File: config.mk
export PLATFORM = sky130hd
export DESIGN_NAME = shu_core
export DESIGN_NICKNAME = d
export VERILOG_FILES = /design/src/verilog/shu_pkg.sv /design/src/verilog/shu_fifo.sv /design/src/verilog/shu_core.sv
export SDC_FILE = /design/constraint.sdc
export NUM_CORES = 1
export LEC_CHECK = 0
export ABC_AREA = 1
export BUFFER_PORTS_ARGS = -buffer_cell sky130_fd_sc_hd__buf_2
export CAP_MARGIN = 20
export CORE_MARGIN = 4
export CORE_UTILIZATION = 55
export CTS_CLUSTER_DIAMETER = 120
export DETAILED_ROUTE_END_ITERATION = 6
export PLACE_DENSITY = 0.71
export SETUP_SLACK_MARGIN = 0.1
export SYNTH_ARGS = -nofsm -noshare
export SYNTH_HDL_FRONTEND = slang
export SYNTH_SLANG_ARGS = --single-unit
File: constraint.sdc
create_clock -name core_clk -period 8.3 [get_ports core_clk]
set_input_delay 0.83 -clock core_clk [delete_from_list [all_inputs] [get_ports core_clk]]
set_output_delay 0.83 -clock core_clk [all_outputs]
set_load 0.05 [all_outputs]
File: src/verilog/shu_pkg.sv
// Shared constants and types for the serially hosted UART core.
// Assumes a single core clock domain; every pin is synchronised inside the core.
`default_nettype none
package shu_pkg;

  // ==========================================================================
  // Command codes carried in the first two bits of every frame.
  localparam logic [1:0] CMD_CFG_WR = 2'h3;
  localparam logic [1:0] CMD_CFG_RD = 2'h1;
  localparam logic [1:0] CMD_DAT_WR = 2'h2;
  localparam logic [1:0] CMD_DAT_RD = 2'h0;

  // ==========================================================================
  // Frame length on the host link, and the count at which replies are built.
  localparam logic [4:0] FRAME_BITS = 5'h10;
  localparam logic [4:0] REPLY_AT = 5'h02;

  // ==========================================================================
  // Field positions inside the 14 configuration bits.
  localparam int CFG_FIFO_OFF = 13;
  localparam int CFG_SHDN = 12;
  localparam int CFG_MASK_HI = 11;
  localparam int CFG_MASK_LO = 8;
  localparam int CFG_TXE_MASK = 11;
  localparam int CFG_RXR_MASK = 10;
  localparam int CFG_NINTH_MASK = 9;
  localparam int CFG_ACT_MASK = 8;
  localparam int CFG_IR = 7;
  localparam int CFG_ST = 6;
  localparam int CFG_PE = 5;
  localparam int CFG_WL = 4;
  localparam int CFG_BAUD_HI = 3;

  // ==========================================================================
  // Field positions of the transmit word and the test request.
  localparam int DAT_TX_INHIBIT = 10;
  localparam int DAT_RTS = 9;
  localparam int DAT_NINTH = 8;
  localparam int TEST_BIT = 0;

  // ==========================================================================
  // Reset values.
  localparam logic [13:0] CFG_RESET = 14'h0000;
  localparam logic RTS_RESET = 1'b0;

  // ==========================================================================
  // Oversampling: last phase of a bit and the three voting phases.
  localparam logic [3:0] PHASE_LAST = 4'hF;
  localparam logic [3:0] VOTE_FIRST = 4'h6;
  localparam logic [3:0] VOTE_MID = 4'h7;
  localparam logic [3:0] VOTE_LAST = 4'h8;

  // ==========================================================================
  // Receiver and transmitter states.
  typedef enum logic {RX_IDLE, RX_RUN} shu_rx_state_type;
  typedef enum logic {TX_IDLE, TX_SEND} shu_tx_state_type;

endpackage
`default_nettype wire

File: src/verilog/shu_fifo.sv
// Receive word buffer with flush and a single-entry bypass mode.
// Assumes both sides run on core_clk; flush overrides a push in one cycle.
`timescale 1ns/1ns
`default_nettype none
module shu_fifo
  import shu_pkg::*;
#(
  parameter int WIDTH = 9,
  parameter int DEPTH = 8
)
(
  input wire logic core_clk,
  input wire logic rst_n,
  input wire logic flush,
  input wire logic single,
  input wire logic in_valid,
  output logic in_ready,
  input wire logic [WIDTH-1:0] in_data,
  output logic out_valid,
  input wire logic out_ready,
  output logic [WIDTH-1:0] out_data
);

  // Pointer width; the depth must be a power of two for pointer wrap.
  localparam int AW = $clog2(DEPTH);
  localparam logic [AW:0] FULL_CNT = (AW+1)'(DEPTH);

  // ==========================================================================
  // Elaboration check.
  if (DEPTH < 2 || (1 << AW) != DEPTH)
  begin : g_chk
    $error("shu_fifo: DEPTH must be a power of two of at least 2.");
  end

  // All storage and pointers of the buffer.
  typedef struct packed {
    logic [DEPTH-1:0][WIDTH-1:0] mem;
    logic [AW-1:0] wp;
    logic [AW-1:0] rp;
    logic [AW:0] cnt;
  } shu_fifo_state_type;

  shu_fifo_state_type s;
  shu_fifo_state_type next_s;
  logic do_push;
  logic do_pop;

  // Bypass mode holds at most one word, so it reports full after one.
  assign in_ready = single ? (s.cnt == '0) : (s.cnt != FULL_CNT);
  assign out_valid = (s.cnt != '0);
  assign out_data = s.mem[s.rp];

  // ==========================================================================
  // Next-state logic: flush wins over push and pop.
  always_comb
  begin
    next_s = s;
    do_push = in_valid && in_ready;
    do_pop = out_ready && out_valid;
    if (flush)
    begin
      next_s.wp = '0;
      next_s.rp = '0;
      next_s.cnt = '0;
    end
    else
    begin
      if (do_push)
      begin
        next_s.mem[s.wp] = in_data;
        next_s.wp = s.wp + AW'(1);
      end
      if (do_pop)
      begin
        next_s.rp = s.rp + AW'(1);
      end
      next_s.cnt = s.cnt + {AW'(0), do_push} - {AW'(0), do_pop};
    end
  end

  // State register.
  always_ff @(posedge core_clk or negedge rst_n)
  begin
    if (!rst_n)
    begin
      s <= '0;
    end
    else
    begin
      s <= next_s;
    end
  end

endmodule
`default_nettype wire

File: src/verilog/shu_core.sv
// UART core controlled by a host over a 16-bit synchronous serial link.
// Assumes all pins are asynchronous to core_clk and are synchronised here.
// Notes on behaviour
// - Falling receive edge starts a character.
// - Sixteen samples per bit, vote of 7,8,9.
// - Eight-word receive buffer, flushed on overflow.
// - Sixteen bits; capture rising, drive falling.
// - Register actions happen at chip select rise.
// - First two bits select the command.
// - Short frame is dropped without any effect.
// - Each select fall starts a new frame.
// - Setup write clears buffer, flags and data.
// - Framing settings wait for idle transmitter.
// - Mask bits apply after sixteenth rising edge.
// - Setup read returns setup and status.
// - Test mode puts baud clock on rts while selected.
// - Test mode loops transmitter into receiver.
// - Inhibit bit suppresses load; rts still updates, word still pops.
// - Data read pops oldest received word.
// - Setup word layout; reply is status then zeros.
// - Data write also returns and pops word.
// - Data reply layout with inverted cts.
// - Empty reads zero; seven-bit top bit zero.
// - Buffer on when fifo_off clear, reset clear.
// - Baud select resets zero, reads back.
// - Rts bit resets zero, drives pin high.
// - rx_avail set while any word waits.
// - Word length and optional ninth bit.
`timescale 1ns/1ns
`default_nettype none
module shu_core
  import shu_pkg::*;
#(
  parameter int DEPTH = 8,
  parameter int DIV_W = 16,
  parameter int BAUD_BASE = 4
)
(
  input wire logic core_clk,
  input wire logic rst_n,
  input wire logic cs_n,
  input wire logic sclk,
  input wire logic din,
  output logic dout,
  output logic dout_oe_n,
  input wire logic rx,
  output logic tx,
  input wire logic cts_n,
  output logic rts_n,
  output logic irq_out,
  output logic irq_oe_n
);

  // ==========================================================================
  // Elaboration check: the baud level needs at least two cycles per tick.
  if (BAUD_BASE < 2 || BAUD_BASE * 16 >= (1 << DIV_W))
  begin : g_chk
    $error("shu_core: BAUD_BASE out of range for DIV_W.");
  end

  // Whole state of the core.
  typedef struct packed {
    logic [2:0] cs_sync;
    logic [2:0] sclk_sync;
    logic [1:0] din_sync;
    logic [1:0] rx_sync;
    logic [1:0] cts_sync;
    logic [4:0] bit_cnt;
    logic [15:0] in_sr;
    logic [15:0] out_sr;
    logic dout;
    logic [13:0] cfg_shadow;
    logic [13:0] cfg_active;
    logic cfg_pend;
    logic test_mode;
    logic rts_bit;
    logic rts_n;
    logic irq_oe_n;
    logic tx_empty;
    logic afe;
    logic [DIV_W-1:0] div_cnt;
    shu_rx_state_type rx_state;
    logic rx_prev;
    logic [3:0] rx_ph;
    logic [3:0] rx_idx;
    logic [1:0] rx_votes;
    logic [8:0] rx_word;
    shu_tx_state_type tx_state;
    logic txb_full;
    logic [7:0] txb_byte;
    logic txb_ninth;
    logic [3:0] tx_ph;
    logic [3:0] tx_left;
    logic [11:0] tx_frame;
    logic tx;
  } shu_state_type;

  shu_state_type s;
  shu_state_type next_s;

  // Buffer handshake; push, pop and flush come from the next-state logic, push_data from the received word, the rest from the buffer.
  logic push;
  logic pop;
  logic flush;
  logic fifo_ready;
  logic fifo_valid;
  logic [8:0] fifo_data;
  logic [8:0] push_data;

  // ==========================================================================
  // Helpers used by both receiver and transmitter, or by divider and rts.
  function automatic logic [3:0] shu_char_bits(input logic [13:0] cfg);
    return cfg[CFG_WL] ? 4'h7 + {3'h0, cfg[CFG_PE]}
                       : 4'h8 + {3'h0, cfg[CFG_PE]};
  endfunction

  function automatic logic [DIV_W-1:0] shu_div_limit(input logic [3:0] sel);
    return DIV_W'(BAUD_BASE * (int'(sel) + 1) - 1);
  endfunction

  // Edges and levels seen through the synchronisers.
  logic cs_low;
  logic cs_fall;
  logic cs_rise;
  logic sclk_rise;
  logic sclk_fall;
  logic commit;
  logic [1:0] cmd;
  logic rx_src;
  logic tick;
  logic tx_idle;
  logic [13:0] reply;
  logic [8:0] head;

  assign cs_low = !s.cs_sync[1];
  assign cs_fall = !s.cs_sync[1] && s.cs_sync[2];
  assign cs_rise = s.cs_sync[1] && !s.cs_sync[2];
  assign sclk_rise = s.sclk_sync[1] && !s.sclk_sync[2];
  assign sclk_fall = !s.sclk_sync[1] && s.sclk_sync[2];
  // Only a full frame may act, and only at the select rise.
  assign commit = cs_rise && (s.bit_cnt == FRAME_BITS);
  assign cmd = s.in_sr[15:14];
  // In test mode the receiver listens to the transmitter.
  assign rx_src = s.test_mode ? s.tx : s.rx_sync[1];
  assign tick = (s.div_cnt >= shu_div_limit(s.cfg_active[CFG_BAUD_HI:0]));
  assign tx_idle = (s.tx_state == TX_IDLE) && !s.txb_full;

  // Head word, zero when nothing waits; seven-bit words clear bit 7.
  assign head = fifo_valid ? {fifo_data[8],
    fifo_data[7] & !s.cfg_shadow[CFG_WL], fifo_data[6:0]} : 9'h000;
  // Reply bits 13 down to 0 by command.
  always_comb
  begin
    case (s.in_sr[1:0])
      CMD_CFG_RD: reply = {s.cfg_shadow[CFG_FIFO_OFF], s.cfg_active[CFG_SHDN],
                           s.cfg_shadow[11:0]};
      CMD_CFG_WR: reply = 14'h0000;
      default: reply = {3'h0, s.afe, !s.cts_sync[1], head};
    endcase
  end

  // Received word as stored: ninth bit is zero without parity.
  assign push_data = {s.cfg_active[CFG_PE] & (s.cfg_active[CFG_WL] ?
    s.rx_word[7] : s.rx_word[8]), s.rx_word[7] & !s.cfg_active[CFG_WL],
    s.rx_word[6:0]};

  // ==========================================================================
  // Next-state logic: link, commit, baud, transmitter, receiver.
  always_comb
  begin
    logic [2:0] votes;
    logic maj;
    logic [3:0] nb;
    votes = {s.rx_votes, rx_src};
    maj = (votes[0] & votes[1]) | (votes[0] & votes[2]) | (votes[1] & votes[2]);
    nb = shu_char_bits(s.cfg_active);
    next_s = s;
    push = 1'b0;
    pop = 1'b0;
    flush = 1'b0;
    // Two-stage synchronisers; stage 0 feeds only stage 1.
    next_s.cs_sync = {s.cs_sync[1:0], cs_n};
    next_s.sclk_sync = {s.sclk_sync[1:0], sclk};
    next_s.din_sync = {s.din_sync[0], din};
    next_s.rx_sync = {s.rx_sync[0], rx};
    next_s.cts_sync = {s.cts_sync[0], cts_n};

    // Host link: restart on select fall, shift while selected.
    if (cs_fall)
    begin
      next_s.bit_cnt = 5'h00;
      next_s.out_sr = {fifo_valid, s.tx_empty, 14'h0000};
      next_s.dout = fifo_valid;
    end
    else if (cs_low)
    begin
      // Capture on the rising edge, at most sixteen bits.
      if (sclk_rise && s.bit_cnt != FRAME_BITS)
      begin
        next_s.in_sr = {s.in_sr[14:0], s.din_sync[1]};
        next_s.bit_cnt = s.bit_cnt + 5'h01;
        // Mask bits take effect on the sixteenth rising edge.
        if (s.bit_cnt == FRAME_BITS - 5'h01 && s.in_sr[14:13] == CMD_CFG_WR)
        begin
          next_s.cfg_shadow[CFG_MASK_HI:CFG_MASK_LO] = s.in_sr[10:7];
        end
      end
      // Drive on the falling edge; the reply is built once the command is in.
      if (sclk_fall)
      begin
        if (s.bit_cnt == REPLY_AT)
        begin
          next_s.out_sr = {reply, 2'h0};
          next_s.dout = reply[13];
        end
        else
        begin
          next_s.out_sr = {s.out_sr[14:0], 1'b0};
          next_s.dout = s.out_sr[14];
        end
      end
    end

    // Commit of a complete frame at chip select rise.
    if (commit)
    begin
      case (cmd)
        CMD_CFG_WR:
        begin
          // Rts and cts stay as they are.
          next_s.cfg_shadow = s.in_sr[13:0];
          next_s.cfg_pend = 1'b1;
          flush = 1'b1;
          next_s.tx_empty = 1'b0;
          next_s.afe = 1'b0;
          next_s.txb_full = 1'b0;
          next_s.txb_byte = 8'h00;
          next_s.txb_ninth = 1'b0;
        end
        CMD_CFG_RD:
        begin
          next_s.test_mode = s.in_sr[TEST_BIT];
        end
        CMD_DAT_WR:
        begin
          pop = fifo_valid;
          next_s.rts_bit = s.in_sr[DAT_RTS];
          if (!s.in_sr[DAT_TX_INHIBIT])
          begin
            next_s.txb_full = 1'b1;
            next_s.txb_byte = s.in_sr[7:0];
            next_s.txb_ninth = s.in_sr[DAT_NINTH];
            next_s.tx_empty = 1'b0;
          end
        end
        default:
        begin
          pop = fifo_valid;
        end
      endcase
    end

    // Held-back framing settings apply once the transmitter is idle.
    // A setup write committed in this same cycle keeps its own pending copy.
    if (s.cfg_pend && tx_idle && !(commit && cmd == CMD_CFG_WR))
    begin
      next_s.cfg_active = s.cfg_shadow;
      next_s.cfg_pend = 1'b0;
    end

    // Baud divider: one tick per sixteenth of a bit.
    next_s.div_cnt = tick ? '0 : s.div_cnt + DIV_W'(1);

    // Rts pin: baud clock in test mode while selected, else inverted bit.
    if (s.test_mode && cs_low)
    begin
      next_s.rts_n = (s.div_cnt <=
        (shu_div_limit(s.cfg_active[CFG_BAUD_HI:0]) >> 1));
    end
    else
    begin
      next_s.rts_n = !s.rts_bit;
    end

    // Transmitter: move the buffer into the shifter, then send bit by bit.
    case (s.tx_state)
      TX_IDLE:
      begin
        if (s.txb_full)
        begin
          // Stop levels above the byte, start bit below it.
          next_s.tx_frame = {3'h7, s.txb_byte, 1'b0};
          if (s.cfg_active[CFG_WL])
          begin
            next_s.tx_frame[8] = !s.cfg_active[CFG_PE] | s.txb_ninth;
          end
          else
          begin
            next_s.tx_frame[9] = !s.cfg_active[CFG_PE] | s.txb_ninth;
          end
          next_s.tx_left = nb + 4'h2 + {3'h0, s.cfg_active[CFG_ST]};
          next_s.tx_ph = 4'h0;
          next_s.tx = 1'b0;
          next_s.txb_full = 1'b0;
          next_s.tx_empty = 1'b1;
          next_s.tx_state = TX_SEND;
        end
      end
      default:
      begin
        if (tick)
        begin
          next_s.tx_ph = s.tx_ph + 4'h1;
          if (s.tx_ph == PHASE_LAST)
          begin
            if (s.tx_left == 4'h1)
            begin
              next_s.tx = 1'b1;
              next_s.tx_state = TX_IDLE;
            end
            else
            begin
              next_s.tx_frame = {1'b1, s.tx_frame[11:1]};
              next_s.tx = s.tx_frame[1];
              next_s.tx_left = s.tx_left - 4'h1;
            end
          end
        end
      end
    endcase

    // Receiver: edge-detected start, majority vote of three samples.
    next_s.rx_prev = rx_src;
    case (s.rx_state)
      RX_IDLE:
      begin
        if (s.rx_prev && !rx_src)
        begin
          next_s.rx_state = RX_RUN;
          next_s.rx_ph = 4'h0;
          next_s.rx_idx = 4'h0;
          next_s.rx_word = 9'h000;
        end
      end
      default:
      begin
        if (tick)
        begin
          next_s.rx_ph = s.rx_ph + 4'h1;
          if (s.rx_ph == VOTE_FIRST || s.rx_ph == VOTE_MID)
          begin
            next_s.rx_votes = votes[1:0];
          end
          if (s.rx_ph == PHASE_LAST)
          begin
            next_s.rx_idx = s.rx_idx + 4'h1;
          end
          if (s.rx_ph == VOTE_LAST)
          begin
            // Decide the bit from samples 7, 8 and 9.
            if (s.rx_idx == 4'h0)
            begin
              if (maj)
              begin
                next_s.rx_state = RX_IDLE;
              end
            end
            else if (s.rx_idx <= nb)
            begin
              next_s.rx_word[s.rx_idx - 4'h1] = maj;
            end
            else
            begin
              // Stop bit: a low level is a framing error; set beats clear.
              if (!maj)
              begin
                next_s.afe = 1'b1;
              end
              push = 1'b1;
              if (!fifo_ready)
              begin
                flush = 1'b1;
              end
              next_s.rx_state = RX_IDLE;
            end
          end
        end
      end
    endcase

    // Interrupt pin pulls low while an unmasked source is active.
    next_s.irq_oe_n = !((s.cfg_shadow[CFG_RXR_MASK] & fifo_valid) |
      (s.cfg_shadow[CFG_TXE_MASK] & s.tx_empty) |
      (s.cfg_shadow[CFG_NINTH_MASK] & head[8]) |
      (s.cfg_shadow[CFG_ACT_MASK] & s.afe));
  end

  // ==========================================================================
  // State register; idle lines and deselected link after reset.
  always_ff @(posedge core_clk or negedge rst_n)
  begin
    if (!rst_n)
    begin
      s <= '0;
      s.cs_sync <= 3'h7;
      s.rx_sync <= 2'h3;
      s.cts_sync <= 2'h3;
      s.rx_prev <= 1'b1;
      s.cfg_shadow <= CFG_RESET;
      s.cfg_active <= CFG_RESET;
      s.rts_bit <= RTS_RESET;
      s.rts_n <= 1'b1;
      s.irq_oe_n <= 1'b1;
      s.tx <= 1'b1;
      s.tx_frame <= 12'hFFF;
    end
    else
    begin
      s <= next_s;
    end
  end

  // Receive buffer; bypassed to one entry when fifo_off is set.
  shu_fifo #(.WIDTH(9), .DEPTH(DEPTH)) u_fifo (
    .core_clk(core_clk),
    .rst_n(rst_n),
    .flush(flush),
    .single(s.cfg_active[CFG_FIFO_OFF]),
    .in_valid(push),
    .in_ready(fifo_ready),
    .in_data(push_data),
    .out_valid(fifo_valid),
    .out_ready(pop),
    .out_data(fifo_data)
  );

  // Outputs, all from flip-flops except irq_out, which is tied low.
  assign dout = s.dout;
  assign dout_oe_n = s.cs_sync[1];
  assign tx = s.tx;
  assign rts_n = s.rts_n;
  assign irq_out = 1'b0;
  assign irq_oe_n = s.irq_oe_n;
endmodule
`default_nettype wire

=== Word-level counts from Yosys, hierarchy flattened ===
Cells that the tools add are included.

* Register bits: 235
* Bits of input ports: 7
* Output and inout port bits: 6
* Logic and storage cells: 274

* Add/sub/neg operators: 17
* Order comparisons: 8
* Equal/unequal tests: 27
* Mux-type cells: 97
* Bitwise gates (word level): 20
* Reductions and logical operators: 60

{| class="wikitable"
|+ Operator list
! cell !! number
|-
| $mux W21 || 4
|-
| $bwmux W72 || 1
|-
| $mux W9 || 8
|-
| $mux W17 || 3
|-
| $mux W1 || 49
|-
| $mux W16 || 3
|-
| $mux W38 || 1
|-
| $mux W10 || 3
|-
| $pmux W14 S2 || 1
|-
| $bmux W9 S3 || 1
|-
| $demux W9 S3 || 1
|-
| $mux W12 || 2
|-
| $mux W4 || 6
|-
| $pmux W10 S2 || 1
|-
| $mux W19 || 1
|-
| $reduce_and A2 Y1 || 9
|-
| $reduce_bool A2 Y1 || 9
|-
| $logic_and A1 B1 Y1 || 17
|-
| $add A16 B1 Y16 const B || 1
|-
| $ge A16 B16 Y1 || 1
|-
| $le A16 B15 Y1 || 1
|-
| $mux W8 || 2
|-
| $reduce_and A3 Y1 || 5
|-
| $ne A2 B1 Y1 const B || 7
|-
| 43 further kinds || 92
|}

=== Longest topological paths before layout ===
Gate-level depths: netlist of run 1.

* Word-level depth: 12
* Gate-level depth with buffers: 20
* Depth with buffers taken out: 20

=== Hierarchy ===
Synthesis of run 1 repeated with hierarchy kept, for this count alone.

* Cells, all modules: 1448
* Area total of the unflattened synthesis: 12157.9 µm²

{| class="wikitable"
|+ By module, submodules not included
! module !! times used !! cells each !! area an instance (µm²) !! seq. area each (µm²)
|-
| shu_core || 1 || 863 || 7435.9 || 3628.5
|-
| shu_fifo || 1 || 585 || 4722.0 || 2052.0
|}

=== Worst setup path after synthesis of run 1 ===
Ideal clock, no wire load.

* Path kind: reg2reg
* From: register s[76] (netlist name)
* To: register u_fifo.s[2] (netlist name)
* Setup time: 0.135 ns
* Arrival time: 3.217 ns
* Required time: 8.165 ns
* Setup slack: 4.948 ns
* Stages on the path, launching flop included: 16
* Path buffers: 0
* Period minus slack after synthesis: 3.352 ns
* Cell sequence: dfrtp_1 ha_1 nor3_1 nand3_1 ha_1 a21o_1 nand3_1 nand2_1 a21oi_1 nand2_4 nand3_4 nor2_1 ha_1 fa_1 xnor2_1 nor2_1

{| class="wikitable"
|+ RTL lines
! element !! RTL line !! source
|-
| start, declared || shu_core.sv:98 || <nowiki>shu_state_type s;</nowiki>
|-
| start signal, assigned || shu_core.sv:419 || <nowiki>s <= next_s;</nowiki>
|-
| end signal, assigned || shu_fifo.sv:90 || <nowiki>s <= next_s;</nowiki>
|-
| end, declared || shu_fifo.sv:43 || <nowiki>shu_fifo_state_type s;</nowiki>
|}

=== Final worst setup path of run 1 ===
* From: register s[76] (netlist name)
* To: register u_fifo.s[10] (netlist name)

* Word-level cells in the longest chain between the ends: 7
* Elaborated cells on any way between the ends: 10
* Those cells by class: add/sub: 2; order compare: 1; mux: 4; bitwise: 1; reduce/logical: 2

{| class="wikitable"
|+ RTL lines
! element !! RTL line !! source
|-
| $add A4 B1 Y5 * || shu_core.sv:118 || <nowiki>return DIV_W'(BAUD_BASE * (int'(sel) + 1) - 1);</nowiki>
|-
| $sub A7 B1 Y8 * || shu_core.sv:118 ||
|-
| $ge A16 B16 Y1 * || shu_core.sv:145 || <nowiki>assign tick = (s.div_cnt >= shu_div_limit(s.cfg_active[CFG_BAUD_HI:0]));</nowiki>
|-
| $mux W1 || shu_core.sv:347 || <nowiki>if (tick)</nowiki>
|-
| $mux W1 || shu_core.sv:334 || <nowiki>case (s.rx_state)</nowiki>
|-
| $logic_and A1 B1 Y1 / $not A1 Y1 (equally long branches) || - ||
|-
| $reduce_and A2 Y1 (no source line) * || - ||
|}

Mark *: on every way between the ends. The rest lies on a longest branch, timed or not.
A chain may end at the register's enable or synchronous reset.

==> results.sh, run 1 <==
export IMPL_grt_ovfl_total=0
export IMPL_routabilityCongestion=0.891
export IMPL_cts_root_buffer="clkbuf_16"
export IMPL_met3_wirelength_um=1290
export IMPL_dieArea_um2=24100
export IMPL_num_rows=53
export IMPL_cts_num_sinks=226
export IMPL_crit_type="reg2reg"
export IMPL_fin_crit_ns=4.07
export IMPL_grtUsageTotal=0.231
export IMPL_synthesis_area_um2=11900
export IMPL_synthFlopType="dfrtp_1"
export IMPL_fillers=1891
export IMPL_grt_pass1_vias=9085
export IMPL_max_stage_delay_ns=0.61
export IMPL_crit_family="simple AND/OR/NAND/NOR gates"
export IMPL_synth_fp_nets=1508
export IMPL_p_leak_uw=0.00600
export IMPL_holdCritPathClass="in2async"
export IMPL_syn_inst=1449
export IMPL_setup_viol=0
export IMPL_dieWidth_um=155
export IMPL_layout_drive_gt1_share=0.0615
export IMPL_antenna_found_initial=0
export IMPL_synth_warnings=0
export IMPL_clockBufferDepth=3
export IMPL_vias=9490
export IMPL_ir_drop_mv=0.268
export IMPL_tns_ns=0
export IMPL_cts_htree_levels=1
export IMPL_critPathBufInv=1
export IMPL_stdcell_count=1723
export IMPL_insertedDiodeCount=0
export IMPL_period_share=0.490
export IMPL_slew_viol_final=0
export IMPL_ant_nets=0
export IMPL_dp_hpwl_um=17800
export IMPL_grt_pass1_wl_um=46100
export IMPL_io_buffers=11
export IMPL_cts_repair_resized=0
export IMPL_dpl_instance_area_um2=12100
export IMPL_die_h_um=155
export IMPL_fmax_mhz=246
export IMPL_status="finished, final reports clean"
export IMPL_synth_top_area_share=0.432
export IMPL_crit_slowest_cell="buf_4"
export IMPL_ys_ff_latch=226
export IMPL_powerDensity_nw_per_um2=180
export IMPL_dr_max_layer_used="met4"
export IMPL_drtPass1Iterations=6
export IMPL_synth_largest_area_cell="dfrtp_1"
export IMPL_drv_cap=0
export IMPL_path_depth=13
export IMPL_path_cells="ha_1 -> nor3_1 -> nand3_1 -> ha_1 -> nand2_1 -> o21ai_0 -> a21oi_1 -> nand2_4 -> nand3_4 -> nor2_4 -> buf_4 -> nand3_1 -> nand2_1"
export IMPL_cp_arrival_ns=4.51
export IMPL_coreArea_um2=21200
export IMPL_clkTransAtPathRegs_ns=0.06
export IMPL_grt_setup_unrepaired="no"
export IMPL_grt_max_degree=90
export IMPL_crit_fanout=74
export IMPL_final_common_cell="nand2_1"
export IMPL_wirelength_um=27500
export IMPL_yosysSeqAreaShare=0.476
export IMPL_fin_nets=1494
export IMPL_wire_per_inst_um=16.0
export IMPL_drc_errors=0
export IMPL_post_cts_setup_buffers=0
export IMPL_max_slew_margin=0.332
export IMPL_place_inst=1683
export IMPL_pin_count=13
export IMPL_drt_iter0_markers=893
export IMPL_synth_edff_count=0
export IMPL_final_cell_mix="295 x nand2_1, 206 x dfrtp_1, 187 x inv_1, 142 x nand3_1, 129 x o21ai_0"
export IMPL_clk_insertion_delay_late_ns=0.54
export IMPL_synthToLayoutAreaGrowth_pct=7.93
export IMPL_wl_met2_um=13100
export IMPL_synth_area_leaders="dfrtp_1 43%, nand2_1 9.3%, nand3_1 6.0%, inv_1 5.9%, o21ai_0 5.4%"
export IMPL_cts_made_buffers=24
export IMPL_worst_pin_slew_ns=1.00
export IMPL_hold_viol_final=0
export IMPL_hold_buffers=0
export IMPL_crit_path_start_kind="register"
export IMPL_design_area_um2=12900
export IMPL_synthArstFlopShare=1.00
export IMPL_cts_tree="built"
export IMPL_yosysUniqueCellTypes=47
export IMPL_finClkSkew_ns=0.0339
export IMPL_start_util=0.563
export IMPL_finalPower_uw=2320
export IMPL_cp_end_kind="register"
export IMPL_synth_avg_cell_area_um2=8.24
export IMPL_worstRegToRegCells=13
export IMPL_viasPerCell=5.51
export IMPL_drt_met1_wl_um=12200
export IMPL_required_ns=8.74
==> layer usage <==
metal  GRT usage  up-vias
met4      0.0746        0
met1       0.316     4505
li1            -     4711
met5           0        -
met3      0.0289       60
met2       0.386      214
==> power by group <==
group	switching [µW]	internal, µW
clock network	430	613
registers	31.1	1130
logic	84.3	33.6
==> flip-flops by register name, summed over array words and instances (netlist names) <==
name	count
tx	1
irq_oe_n	1
dout	1
rts_n	1
dout_oe_n	1
s	124
push_data	7
cmd	2
next_s	6
u_fifo.s	82
==> Yosys cell counts (2+ instances only) <==
cell / instances
a211oi_1: 2
a21oi_1: 73
a22oi_1: 2
buf_1: 8
buf_2: 16
buf_4: 3
buf_6: 7
clkbuf_1: 23
clkbuf_2: 2
clkinv_1: 12
dfrtp_1: 206
dfstp_2: 20
ha_1: 51
inv_1: 187
inv_2: 2
mux2i_1: 8
nand2_1: 295
nand2_2: 2
nand3_1: 142
nand3_2: 3
nand4_1: 6
nor2_1: 85
nor2_2: 2
nor3_1: 15
nor4_1: 3
o211ai_1: 18
o21ai_0: 129
o21ai_1: 13
o21bai_1: 73
o22ai_1: 4
or2_2: 2
xnor2_1: 4
xor2_1: 17
==> path summary, 6_finish.rpt <==
path	from	to	slack, ns
max in group asynchronous	rst_n	next_s[149]	6.58
setup / recovery	s[76]	u_fifo.s[10]	4.23
hold / removal	rst_n	s[52]	0.34
setup reg to reg	s[76]	u_fifo.s[10]	4.23
hold reg to reg	next_s[149]	next_s[150]	0.35
min in group core_clk	next_s[149]	next_s[150]	0.35
==> kinds of logic (layout without fill, tap and decap cells) <==
logic type	count (synthesis)	count (layout)	share of synthesized area
fa+ha+maj	52	52	0.0551
buf+inv	260	259	0.0889
mux	8	8	0.00671
compound gates	321	321	0.157
other cells	1	1	0.000314
simple gates	560	560	0.201
flops	226	226	0.476
xor+xnor	21	21	0.0154
==> area by class of cell <==
cell class                 instances  area [µm²]  share of cell area
inverter                         201         754              0.0585
tap                              275         344              0.0267
multi-input combinational        963        5200               0.404
timing repair buffer              19         145              0.0113
clock buffer                      35         702              0.0545
sequential                       226        5680               0.441
clock inverter                     4        58.8             0.00456
==> stage by stage <==
| stage | setup slack, ns | hold slack [ns] | util |
|---|---|---|---|
| 2_1_floorplan | 4.95 | 0.331 | - |
| 3_3_place_gp | 4.54 | 0.335 | 0.570 |
| 3_5_place_dp | 4.35 | 0.340 | 0.570 |
| 4_1_cts | 4.29 | 0.351 | 0.606 |
| 5_1_grt | 3.97 | 0.357 | 0.607 |
| 6_report | 4.23 | 0.337 | 0.607 |
Power figures use the tool's default switching activity.
==> run 2, diff against run 1 <==
- clock period: 8.3 -> 4.25 ns (I/O delays scaled with it)
==> results.sh, run 2 (synthesis gave the netlist of run 1 again) <==
export IMPL_period_share=0.878
export IMPL_dp_hpwl_um=18000
export IMPL_cts_htree_levels=1
export IMPL_insertedDiodeCount=0
export IMPL_clockBufferDepth=3
export IMPL_worstRegToRegCells=16
export IMPL_dieWidth_um=155
export IMPL_required_ns=4.69
export IMPL_viasPerCell=5.48
export IMPL_regArea_um2=5680
export IMPL_num_rows=53
export IMPL_cts_num_sinks=226
export IMPL_clkTransAtPathRegs_ns=0.06
export IMPL_tns_ns=0
export IMPL_drt_iter0_markers=809
export IMPL_dpl_instance_area_um2=12200
export IMPL_post_cts_setup_buffers=0
export IMPL_cts_root_buffer="clkbuf_16"
export IMPL_crit_type="reg2reg"
export IMPL_cts_made_buffers=26
export IMPL_grt_pass1_wl_um=46400
export IMPL_setup_slack_ns=0.518
export IMPL_drv_cap=0
export IMPL_cts_tree="built"
export IMPL_multi_input_area_um2=5200
export IMPL_grt_ovfl_total=0
export IMPL_p_int_uw=3620
export IMPL_fillers=1887
export IMPL_antenna_found_initial=0
export IMPL_die_h_um=155
export IMPL_layout_drive_gt1_share=0.0656
export IMPL_powerDensity_nw_per_um2=362
export IMPL_worst_pin_slew_ns=1.07
export IMPL_final_cell_mix="295 x nand2_1, 206 x dfrtp_1, 187 x inv_1, 142 x nand3_1, 129 x o21ai_0"
export IMPL_cp_arrival_ns=4.18
export IMPL_design_area_um2=13100
export IMPL_fmax_mhz=268
export IMPL_finClkSkew_ns=0.0305
export IMPL_dieArea_um2=24100
export IMPL_hold_slack_ns=-0.0127
export IMPL_cp_end_kind="register"
export IMPL_fin_nets=1503
export IMPL_pre_cts_ws_ns=0.550
export IMPL_holdCritPathClass="in2async"
export IMPL_ir_drop_mv=0.327
export IMPL_grtUsageTotal=0.233
export IMPL_clkPwrFrac=0.469
export IMPL_violations="negative hold slack"
export IMPL_drtPass1Iterations=5
export IMPL_start_util=0.563
export IMPL_swShare=0.235
export IMPL_p_leak_uw=0.00609
export IMPL_regMostFlops="s"
export IMPL_final_common_cell="nand2_1"
export IMPL_crit_fanout=25
export IMPL_fin_crit_ns=3.73
export IMPL_ant_nets=0
export IMPL_status="finished, violations left"
export IMPL_grt_pass1_vias=9219
export IMPL_synthToLayoutAreaGrowth_pct=9.58
export IMPL_io_buffers=11
export IMPL_vias=9533
export IMPL_slew_viol_final=0
export IMPL_pin_count=13
export IMPL_seq_power_share=0.480
export IMPL_utilization=0.617
export IMPL_largest_register_ffs=124
export IMPL_grt_max_degree=128
export IMPL_wirelength_um=27600
export IMPL_clk_insertion_delay_late_ns=0.55
export IMPL_grt_setup_unrepaired="no"
export IMPL_routabilityCongestion=0.904
export IMPL_coreArea_um2=21200
export IMPL_drc_errors=0
export IMPL_combPwrFrac=0.050
export IMPL_wire_per_inst_um=15.9
export IMPL_hold_viol_final=2
export IMPL_max_slew_margin=0.286
export IMPL_crit_path_start_kind="register"
export IMPL_p_sw_uw=1110
export IMPL_setup_viol=0
## run 2: changes by cell type in the layout (fill, tap and decap cells not counted), sizes merged
cell and change:
dlygate4sd3 +5, clkinvlp -1, clkinv +4, buf +2
clkbuf +5, bufinv +1
## run 2: power groups by stage
stage / clock (µW) / combinational (µW) / sequential, µW
after floorplan: 0 / 150 / 2290
after global placement: 0 / 231 / 2310
after detailed placement: 0 / 238 / 2310
after CTS: 2260 / 243 / 2270
after global routing: 2370 / 280 / 2280
final: 2220 / 239 / 2270
## run 2: cell type report
cell class / instances / share of cell area
Clock buffer: 40 / 0.0576
Clock inverter: 8 / 0.00774
Inverter: 201 / 0.0577
Timing Repair Buffer: 26 / 0.0189
Multi-Input combinational cell: 963 / 0.398
Tap cell: 275 / 0.0263
Sequential cell: 226 / 0.434
## run 2: path summary, 6_finish.rpt
check,startpoint,endpoint,slack (ns)
max,s[76],s[3],0.52
min,rst_n,u_fifo.s[21],-0.01
max reg2reg,s[76],s[3],0.52
min reg2reg,next_s[152],dout_oe_n,0.35
max in group asynchronous,rst_n,tx,3.27
min in group core_clk,next_s[152],dout_oe_n,0.35
## run 2: worst max-delay path, stage by stage (launching register included)
cell and delay [ns]:
dfrtp_1 0.44, ha_1 0.26, xor2_1 0.15, nor3_1 0.24, nand3_1 0.39, ha_1 0.46
a21o_1 0.20, nand3_1 0.07, nand2_1 0.05, a21oi_1 0.21, nand2_4 0.09, buf_4 0.22
nand2_1 0.12, nand2_1 0.14, nand2_2 0.37, nand2_1 0.11, o21ai_0 0.09
## run 2: repair_timing
| item | 4_1_cts | 5_1_grt |
|---|---|---|
| hold endpoints to repair | 5 | 0 |
| hold buffers | 5 | 0 |
| resized for setup | 0 | 0 |
## run 2: layer usage
metal,global-route usage,up-vias,wire length (µm),part of all wire
met2,0.390,218,13400,0.48
met5,0,-,0,0
met3,0.0281,52,1370,0.049
met4,0.0642,0,628,0.023
li1,-,4720,-,-
met1,0.323,4543,12300,0.44
## run 2: stage by stage
stage          instances  total power, µW
2_1_floorplan       1449             2440
3_3_place_gp        1685             2540
3_5_place_dp        1685             2550
4_1_cts             1738             4780
5_1_grt             1739             4930
6_report            1739             4730
